File: src/inc/fpet_defs.svh
`ifndef FPET_DEFS_SVH
`define FPET_DEFS_SVH

`define FPET_BUS_PERIOD_NS   20
`define FPET_SW_BUS_CYC      5'h19
`define FPET_SW_OP_CYC       15'h0009
`define FPET_BW_BUS_CYC      5'h09
`define FPET_BW_OP_CYC       15'h0004
`define FPET_BURST_WORDS     64
`define FPET_ERASE_PULSES    16
`define FPET_SECTOR_OP_CYC   4000
`define FPET_MASS_OP_CYC     20000
`define FPET_CHECK_SETUP     5'h0A
`define FPET_CHECK_WORDS     65536
`define FPET_DIV_RESET       8'hF9

`endif

File: src/inc/fpet_pkg.sv
package fpet_pkg;

	typedef enum logic [1:0] {
		FPET_OP_PROGRAM = 2'h0,
		FPET_OP_SECTOR  = 2'h1,
		FPET_OP_MASS    = 2'h2,
		FPET_OP_CHECK   = 2'h3
	} fpet_op_t;

	typedef enum logic [3:0] {
		FPET_ST_IDLE  = 4'h1,
		FPET_ST_BUS   = 4'h2,
		FPET_ST_OP    = 4'h4,
		FPET_ST_CHECK = 4'h8
	} fpet_state_t;

	typedef struct packed {
		fpet_op_t    op;
		logic [15:0] addr;
	} fpet_cmd_t;

	typedef struct packed {
		logic       busy;
		logic       burst;
		logic       erase_pulse;
		logic [3:0] pulse_index;
	} fpet_stat_t;

endpackage

File: src/hdl/fpet_clkdiv.sv
`timescale 1ns/1ps
`default_nettype none

module fpet_clkdiv
	import fpet_pkg::*;
#(
	parameter int DIV_W = 8
)
(
	// clock and reset
	input  wire logic             i_ref_clk,
	input  wire logic             i_reset_n,
	// control
	input  wire logic [DIV_W-1:0] i_divider,
	input  wire logic             i_hold,
	// operating clock, one bus cycle wide per period
	output logic                  o_op_tick
);

	logic [DIV_W-1:0] count;

	// operating period is divider+1 bus cycles, phase restarted by hold
	always_ff @(posedge i_ref_clk or negedge i_reset_n)
	begin
		if (!i_reset_n)
			count <= '0;
		else if (i_hold || count == i_divider)
			count <= '0;
		else
			count <= count + 1'b1;
	end

	// combinational so a phase lasts whole periods; a registered tick
	// would stretch every operating phase by one bus cycle
	assign o_op_tick = !i_hold && count == i_divider;

endmodule // fpet_clkdiv

`default_nettype wire

File: src/hdl/fpet_core.sv
`include "fpet_defs.svh"
`timescale 1ns/1ps
`default_nettype none

module fpet_core
	import fpet_pkg::*;
#(
	parameter int DIV_W       = 8,
	parameter int CHECK_WORDS = `FPET_CHECK_WORDS,
	parameter int MASS_OP_CYC = `FPET_MASS_OP_CYC
)
(
	// clock and reset
	input  wire logic             i_ref_clk,
	input  wire logic             i_reset_n,
	// configuration
	input  wire logic [DIV_W-1:0] i_flash_clock_divider,
	// command pipeline
	input  wire logic             i_cmd_valid,
	input  wire fpet_cmd_t        i_cmd,
	output logic                  o_cmd_ready,
	// array side
	output logic [15:0]           o_word_addr,
	output logic                  o_program_strobe,
	input  wire logic             i_word_blank,
	// completion and status
	output logic                  o_done,
	output logic                  o_check_fail,
	output fpet_stat_t            o_status
);

	localparam int PULSE_OP_CYC = `FPET_SECTOR_OP_CYC / `FPET_ERASE_PULSES;
	localparam logic [15:0] LAST_WORD = 16'(CHECK_WORDS - 1);

	fpet_state_t state;
	fpet_state_t next_state;
	fpet_op_t    cur_op;
	logic [4:0]  bus_cnt;
	logic [14:0] op_cnt;
	logic [3:0]  pulse_cnt;
	logic [5:0]  burst_cnt;
	logic [15:0] word_cnt;
	logic        op_tick;
	logic        accept;
	logic        op_last;
	logic        word_end;
	logic        burst_go;
	logic        check_end;

	//--------------------------------------------------------------------
	// operating clock
	//--------------------------------------------------------------------
	// held in phase zero outside the operating phase so every phase
	// lasts a whole number of operating periods
	fpet_clkdiv #(
		.DIV_W     (DIV_W)
	) u_clkdiv (
		.i_ref_clk (i_ref_clk),
		.i_reset_n (i_reset_n),
		.i_divider (i_flash_clock_divider),
		.i_hold    (state != FPET_ST_OP),
		.o_op_tick (op_tick)
	);

	//--------------------------------------------------------------------
	// sequencing
	//--------------------------------------------------------------------
	// no bus frequency monitor exists; slow clocks simply stretch timing
	assign accept    = state == FPET_ST_IDLE && i_cmd_valid;
	assign op_last   = state == FPET_ST_OP && op_tick && op_cnt == 15'h0001;
	assign word_end  = op_last && cur_op == FPET_OP_PROGRAM;
	assign burst_go  = word_end && i_cmd_valid &&
		i_cmd.op == FPET_OP_PROGRAM &&
		burst_cnt != 6'(`FPET_BURST_WORDS - 1);
	assign check_end = state == FPET_ST_CHECK &&
		(!i_word_blank || word_cnt == LAST_WORD);
	assign o_cmd_ready = state == FPET_ST_IDLE || burst_go;

	always_comb
	begin
		next_state = state;
		unique case (state)
			FPET_ST_IDLE:
				if (accept)
					next_state = (i_cmd.op == FPET_OP_SECTOR ||
						i_cmd.op == FPET_OP_MASS) ? FPET_ST_OP : FPET_ST_BUS;
			FPET_ST_BUS:
				if (bus_cnt == 5'h01)
					next_state = cur_op == FPET_OP_CHECK ?
						FPET_ST_CHECK : FPET_ST_OP;
			FPET_ST_OP:
				if (burst_go)
					next_state = FPET_ST_BUS;
				else if (op_last && (cur_op != FPET_OP_SECTOR ||
					pulse_cnt == 4'hF))
					next_state = FPET_ST_IDLE;
			FPET_ST_CHECK:
				if (check_end)
					next_state = FPET_ST_IDLE;
			default:
				next_state = FPET_ST_IDLE;
		endcase
	end

	always_ff @(posedge i_ref_clk or negedge i_reset_n)
	begin
		if (!i_reset_n)
			state <= FPET_ST_IDLE;
		else
			state <= next_state;
	end

	always_ff @(posedge i_ref_clk or negedge i_reset_n)
	begin
		if (!i_reset_n)
			cur_op <= FPET_OP_PROGRAM;
		else if (accept)
			cur_op <= i_cmd.op;
	end

	//--------------------------------------------------------------------
	// bus cycle phase
	//--------------------------------------------------------------------
	always_ff @(posedge i_ref_clk or negedge i_reset_n)
	begin
		if (!i_reset_n)
			bus_cnt <= 5'h00;
		else if (accept)
			bus_cnt <= i_cmd.op == FPET_OP_CHECK ?
				`FPET_CHECK_SETUP : `FPET_SW_BUS_CYC;
		else if (burst_go)
			bus_cnt <= `FPET_BW_BUS_CYC;
		else if (state == FPET_ST_BUS)
			bus_cnt <= bus_cnt - 5'h01;
	end

	//--------------------------------------------------------------------
	// operating clock phase
	//--------------------------------------------------------------------
	always_ff @(posedge i_ref_clk or negedge i_reset_n)
	begin
		if (!i_reset_n)
			op_cnt <= 15'h0000;
		else if (accept)
			unique case (i_cmd.op)
				FPET_OP_SECTOR: op_cnt <= 15'(PULSE_OP_CYC);
				FPET_OP_MASS:   op_cnt <= 15'(MASS_OP_CYC);
				default:        op_cnt <= `FPET_SW_OP_CYC;
			endcase
		else if (burst_go)
			op_cnt <= `FPET_BW_OP_CYC;
		else if (op_last)
			op_cnt <= 15'(PULSE_OP_CYC);
		else if (state == FPET_ST_OP && op_tick)
			op_cnt <= op_cnt - 15'h0001;
	end

	// pulses follow each other with no gap
	always_ff @(posedge i_ref_clk or negedge i_reset_n)
	begin
		if (!i_reset_n)
			pulse_cnt <= 4'h0;
		else if (accept)
			pulse_cnt <= 4'h0;
		else if (op_last && cur_op == FPET_OP_SECTOR)
			pulse_cnt <= pulse_cnt + 4'h1;
	end

	always_ff @(posedge i_ref_clk or negedge i_reset_n)
	begin
		if (!i_reset_n)
			burst_cnt <= 6'h00;
		else if (accept || word_end)
			burst_cnt <= burst_go ? burst_cnt + 6'h01 : 6'h00;
	end

	//--------------------------------------------------------------------
	// array addressing and blank check
	//--------------------------------------------------------------------
	always_ff @(posedge i_ref_clk or negedge i_reset_n)
	begin
		if (!i_reset_n)
			word_cnt <= 16'h0000;
		else if (accept)
			word_cnt <= i_cmd.op == FPET_OP_CHECK ? 16'h0000 : i_cmd.addr;
		else if (burst_go)
			word_cnt <= i_cmd.addr;
		else if (state == FPET_ST_CHECK && !check_end)
			word_cnt <= word_cnt + 16'h0001;
	end

	assign o_word_addr = word_cnt;

	always_ff @(posedge i_ref_clk or negedge i_reset_n)
	begin
		if (!i_reset_n)
			o_program_strobe <= 1'b0;
		else
			o_program_strobe <= next_state == FPET_ST_OP &&
				(accept ? i_cmd.op : cur_op) == FPET_OP_PROGRAM;
	end

	//--------------------------------------------------------------------
	// completion and status
	//--------------------------------------------------------------------
	always_ff @(posedge i_ref_clk or negedge i_reset_n)
	begin
		if (!i_reset_n)
			o_done <= 1'b0;
		else
			o_done <= state != FPET_ST_IDLE && next_state == FPET_ST_IDLE;
	end

	// holds until the next blank check ends
	always_ff @(posedge i_ref_clk or negedge i_reset_n)
	begin
		if (!i_reset_n)
			o_check_fail <= 1'b0;
		else if (check_end)
			o_check_fail <= !i_word_blank;
	end

	always_ff @(posedge i_ref_clk or negedge i_reset_n)
	begin
		if (!i_reset_n)
			o_status <= '0;
		else
		begin
			o_status.busy        <= next_state != FPET_ST_IDLE;
			o_status.burst       <= burst_go || (burst_cnt != 6'h00 &&
				!word_end && state != FPET_ST_IDLE);
			o_status.erase_pulse <= next_state == FPET_ST_OP &&
				(accept ? i_cmd.op : cur_op) == FPET_OP_SECTOR;
			o_status.pulse_index <= pulse_cnt +
				4'((op_last && cur_op == FPET_OP_SECTOR) ? 1 : 0);
		end
	end

	//--------------------------------------------------------------------
	// checks
	//--------------------------------------------------------------------
	// bus cycles since the last operating tick, for the period check
	logic [DIV_W:0] tick_gap;

	always_ff @(posedge i_ref_clk or negedge i_reset_n)
	begin
		if (!i_reset_n)
			tick_gap <= '0;
		else if (state != FPET_ST_OP || op_tick)
			tick_gap <= {{DIV_W{1'b0}}, 1'b1};
		else
			tick_gap <= tick_gap + 1'b1;
	end
endmodule // fpet_core

`default_nettype wire

File: config.mk
export PLATFORM = sky130hd
export DESIGN_NAME = fpet_core
export DESIGN_NICKNAME = d
export VERILOG_FILES = /design/src/inc/fpet_pkg.sv /design/src/hdl/fpet_clkdiv.sv /design/src/hdl/fpet_core.sv
export VERILOG_INCLUDE_DIRS = /design/src /design/src/inc
export SDC_FILE = /design/constraint.sdc
export NUM_CORES = 1
export LEC_CHECK = 0
export ABC_CLOCK_PERIOD_IN_PS = 5900
export BUFFER_PORTS_ARGS = -buffer_cell sky130_fd_sc_hd__buf_2
export CAP_MARGIN = 20
export CORE_MARGIN = 2
export CORE_UTILIZATION = 26
export DETAILED_ROUTE_END_ITERATION = 16
export HOLD_SLACK_MARGIN = 0.06
export SLEW_MARGIN = 0
export SYNTH_ARGS = -nofsm -noshare
export SYNTH_HDL_FRONTEND = slang
export SYNTH_HIERARCHICAL = 1
export SYNTH_SLANG_ARGS = --single-unit
File: constraint.sdc
create_clock -name i_ref_clk -period 5.9 [get_ports i_ref_clk]
set_input_delay 1.18 -clock i_ref_clk [delete_from_list [all_inputs] [get_ports i_ref_clk]]
set_output_delay 1.18 -clock i_ref_clk [all_outputs]
set_load 0.01 [all_outputs]
After elaboration in Yosys (flattened, before gate mapping)
Index checks and enable logic that the tools add are counted.
{ "op_classes": {"add_sub_neg": 7, "n_eq_ne": 22, "reduce_logical": 36, "muxes": 27} }
{ "ops": {"columns": ["operator", "count"], "rows": [
  ["$mux W16", 4],
  ["$mux W15", 4],
  ["$mux W4", 8],
  ["$pmux W15 S2", 1],
  ["$mux W5", 4],
  ["$logic_and A1 B1 Y1", 17],
  ["$add A16 B1 Y16 const B", 1],
  ["$eq A16 B16 Y1 const B", 1],
  ["$pmux W4 S4", 1],
  ["$eq A15 B1 Y1 const B", 1],
  ["$sub A15 B1 Y15 const B", 1],
  ["$add A8 B1 Y8 const B", 1],
  ["$eq A4 B1 Y1 const B", 2],
  ["$eq A4 B3 Y1 const B", 2],
  ["$eq A4 B4 Y1 const B", 2],
  ["$eq A8 B8 Y1", 1],
  ["$mux W8", 1],
  ["$ne A4 B1 Y1 const B", 2],
  ["$logic_or A1 B1 Y1", 7],
  ["$add A6 B1 Y6 const B", 1],
  ["$eq A2 B1 Y1 const B", 3],
  ["$eq A2 B2 Y1 const B", 3],
  ["$logic_not A2 Y1", 3],
  ["$mux W6", 1],
  ["other kinds (16)", 20]
]} }
{ "totals": {"elab_cells": 107, "input_bits": 30, "ff_bits": 70, "output_inout_bits": 27} }

Depth between registers and ports, before layout
{ "logic_depth": {"word_depth": 13, "depth_mapped": 12, "mapped_depth_nobuf": 9} }

Modules after synthesis
Netlist, hierarchy kept.
{ "modules_own_cells": {"columns": ["mod", "cells_each", "instances", "seq_area_each_um2", "area_each_um2"], "rows": [
  ["fpet_core", 408, 1, 1552.7, 3626.0],
  ["fpet_clkdiv", 46, 1, 200.2, 524.3]
]} }

Least setup slack after synthesis
OpenSTA, ideal clock, no wires.
{ "synth_path": {"path_type": "input to output", "startpoint": "input i_flash_clock_divider[5]", "endpoint": "output o_cmd_ready", "required_ns": 4.720, "stages": 9, "n_path_buf": 2, "t_arrival_ns": 3.343, "path_slack_ns": 1.377, "cell_sequence": "xor2_1 -> nor4_4 -> and3b_1 -> nand3b_1 -> or3_1 -> or4_1 -> buf_2 -> buf_2 -> nand2b_1"} }
{ "synth_via": {"elab_chain_len": 9} }
{ "synth_lines": {"columns": ["item", "line_no", "rtl"], "rows": [
  ["start, declared", "fpet_core.sv:17", "input wire logic [DIV_W-1:0] i_flash_clock_divider,"],
  ["$eq A8 B8 Y1", "fpet_clkdiv.sv:35", "assign o_op_tick = !i_hold && count == i_divider;"],
  ["$logic_and A1 B1 Y1", "fpet_clkdiv.sv:35", null],
  ["via op_tick", "fpet_core.sv:43", "logic op_tick;"],
  ["$logic_and A1 B1 Y1 (2 in series)", "fpet_core.sv:70", "assign op_last = state == FPET_ST_OP && op_tick && op_cnt == 15'h0001;"],
  ["$logic_and A1 B1 Y1", "fpet_core.sv:71", "assign word_end = op_last && cur_op == FPET_OP_PROGRAM;"],
  ["$logic_and A1 B1 Y1 (3 in series)", "fpet_core.sv:72", "assign burst_go = word_end && i_cmd_valid &&"],
  ["$logic_or A1 B1 Y1", "fpet_core.sv:77", "assign o_cmd_ready = state == FPET_ST_IDLE || burst_go;"],
  ["end, declared", "fpet_core.sv:21", "output logic o_cmd_ready,"]
]} }
The timed path passes the listed nets, and every way through them passes these cells.

Final worst setup path
{ "layout_path": {"startpoint": "input i_flash_clock_divider[7]", "endpoint": "output o_cmd_ready"} }
Same word-level chain as after synthesis.

==> metrics.txt <==
Overflow after GRT=0; Synth warnings=6; top_reg_cell synth=dfrtp_1; Final #Nets=556; final hold violations=0; Final Max Slew Viols=0; worst IR drop on VDD=0.0001367 V; Post-Layout Inst Area=0.004955 sq mm; Max Clk Rate=198.1 MHz; post-route ant nets=0; leakage power=2.154 nW; clk_skew=0.009710 ns; synthesized netlist cell count=454; Mapped Area=0.004150 sq mm; Worst Tran Pin Value=0.8966 ns; Hold WS=0.4961 ns; Layout Utilization=31.42%; syn_nets=500; most frequent cell after synthesis=dfrtp_1; drt wl/cell=14.71 um; GPL Wtd Cong=0.8905; CP max-delay cell=or4_1; combinational share of power=32.3%; number of enable flip-flop cells after synthesis=0; max cap viols=0; number of global-route vias before repair=3537; crit path capture type=output pin; outcome=complete, no violations; clk buf depth=2; relative slew slack=39.38%; CP Max Fanout=14; initial antenna violation count=1; Switching Fraction=38.38%; Pwr Density=387.5 mW/mm^2; worst min-delay path class=reg -> reg; crit-path max cell delay=0.58 ns; htree depth=3; CTS hold repair buffers=0; min-delay src=o_check_fail; CP startpoint=i_flash_clock_divider[7]; Worst-path clk slew=0.06 ns; die height=130.3 um; global-route wire length before repair=17770 um; Worst R2R Path Depth=9; share of cells above drive strength 1=19.42%; Area contributors post-synth=dfrtp_1 42%, ha_1 4.8%, o21ai_0 4.6%; crit path cell chain=buf_2 -> xor2_1 -> nor4_4 -> and3b_1 -> nand3b_1 -> or3_1 -> or4_1 -> buf_4 -> nand2b_1 -> buf_2; Flop pwr share=39.6%; Syn Area/Cell=9.141 sq um; P_int=1.183 mW; core area=0.01577 sq mm; drc violations=0; placed cell areas=0.004653 sq mm; Worst EP arrival=3.87 ns; Synth cell types=61; via count=3708; crit path launch type=primary input; Area Overhead vs Synth=19.38%; I/O pin count=57; total track usage=13.13%; setup TNS=0 ns; hold depth=1; Clk network pwr share=28.1%; Buffers on Ports=56; final setup fails=0; worst path required time=4.72 ns; fraction of registers with async set/reset=100.0%; pin count of the biggest net entering global routing=71; num rows=46; First DRT Iteration DRCs=324; total CTS buffers=9; clk root buf=clkbuf_16; RSZ-0062 raised after global routing=no; die width=130.3 um; Initial Util=26.32%; CTS sink cnt=70; PostCTS Resize Cnt=0; crit path time final=5.049 ns; postcts setup bufs=0; Post-DP HPWL=7660 um; final worst-path cycle share=85.57%; sequential fraction of the synthesis area=42.24%; #FFs+latches synth=70; most frequent cell on the critical path=buf_2; Yosys top cell area share=41.60%; NetSw=0.7368 mW; Vias/cell=5.066; area leader, netlist=dfrtp_1; crit path kind=in -> out; worst-skew pair later-pin latency=0.34 ns; die footprint=0.01699 sq mm; CTS tree=built; TritonRoute pass-1 iters=5; DRT Wirelength=10770 um; r2r startpoint=state[1]; leading cell types by count after synthesis=69 x dfrtp_1, 49 x nand2_1, 38 x nor2_1, 38 x o21ai_0, 24 x nand3_1
## per-layer routing
metal | track usage (%) | wire [um] | share of wire, % | vias up
met5 | 0 | 0 | 0 | -
met4 | 5.257 | 205 | 1.9 | 0
met3 | 3.813 | 637 | 5.9 | 17
met2 | 20.91 | 5238 | 49 | 100
met1 | 16.83 | 4684 | 44 | 1800
li1 | - | - | - | 1791
## sequential cells by signal (all words and copies together) (netlist names)
signal	count
bus_cnt	5
o_word_addr	16
o_done	1
o_program_strobe	1
pulse_cnt	4
o_check_fail	1
o_status	7
u_clkdiv/count	8
op_cnt	15
cur_op	2
burst_cnt	6
state	4
## layout by cell type (no fill, tap or decap), types with 6 or more instances in the layout
master,instances
dfrtp_1,69
buf_2,56
nand2_1,49
nor2_1,38
o21ai_0,38
nand3_1,24
inv_1,18
a21oi_1,18
xor2_1,16
ha_1,16
nand4_1,11
nor3_1,9
clkbuf_16,9
or3_1,8
nor4_1,8
a211oi_1,8
xnor2_1,7
and3_1,7
or4_1,6
a32oi_1,6
buf_4,6
## power groups by stage
stage | clock network (mW) | registers, mW | logic [mW]
final | 0.540 | 0.760 | 0.620
after global placement | 0 | 0.758 | 0.607
after floorplan | 0 | 0.738 | 0.427
after CTS | 0.554 | 0.756 | 0.621
after detailed placement | 0 | 0.762 | 0.617
after global routing | 0.572 | 0.784 | 0.697
## path summary, 6_finish.rpt
| path | to | slack [ns] |
|---|---|---|
| worst max-delay path | o_cmd_ready | 0.85 |
| worst min-delay path | o_check_fail | 0.50 |
| worst max register to register | o_word_addr[15] | 2.11 |
| worst min register to register | o_check_fail | 0.50 |
| max in group asynchronous | bus_cnt[0] | 4.24 |
| min in group asynchronous | o_word_addr[7] | 1.04 |
## cell families after synthesis
logic type                 count (synthesis)  synth area share [%]
buffers and inverters                     36                 3.859
xor gates and xnor gates                  24                 5.246
and+or+nand+nor                          196                 25.81
DFF                                       70                 42.24
adders and majority gates                 16                 4.824
AOI/OAI and AO/OA                        112                 18.03
## stage by stage
stage,worst slack (ns),std cells,power (mW)
after detailed placement,0.8378,714,1.379
final,0.8511,732,1.920
after floorplan,1.377,454,1.164
after CTS,0.8264,730,1.931
after global placement,0.9259,714,1.365
after global routing,0.7133,731,2.052
## cell type report
cell class                      count  area [sq um]
Antenna cell                        1         2.502
Sequential cell                    70          1753
Clock inverter                      4         47.55
Timing Repair Buffer               63         330.3
Tap cell                          216         270.3
Fill cell                        1675         10820
Multi-Input combinational cell    348          2237
Inverter                           18         67.56
Clock buffer                       12         246.5
## critical path: cells and delay by family
kind,cells,cell delay (ns)
and+or+nand+nor,6,2.07
buffers and inverters,3,0.43
xor gates and xnor gates,1,0.18
Note: power is estimated with default switching activity, not from simulation.
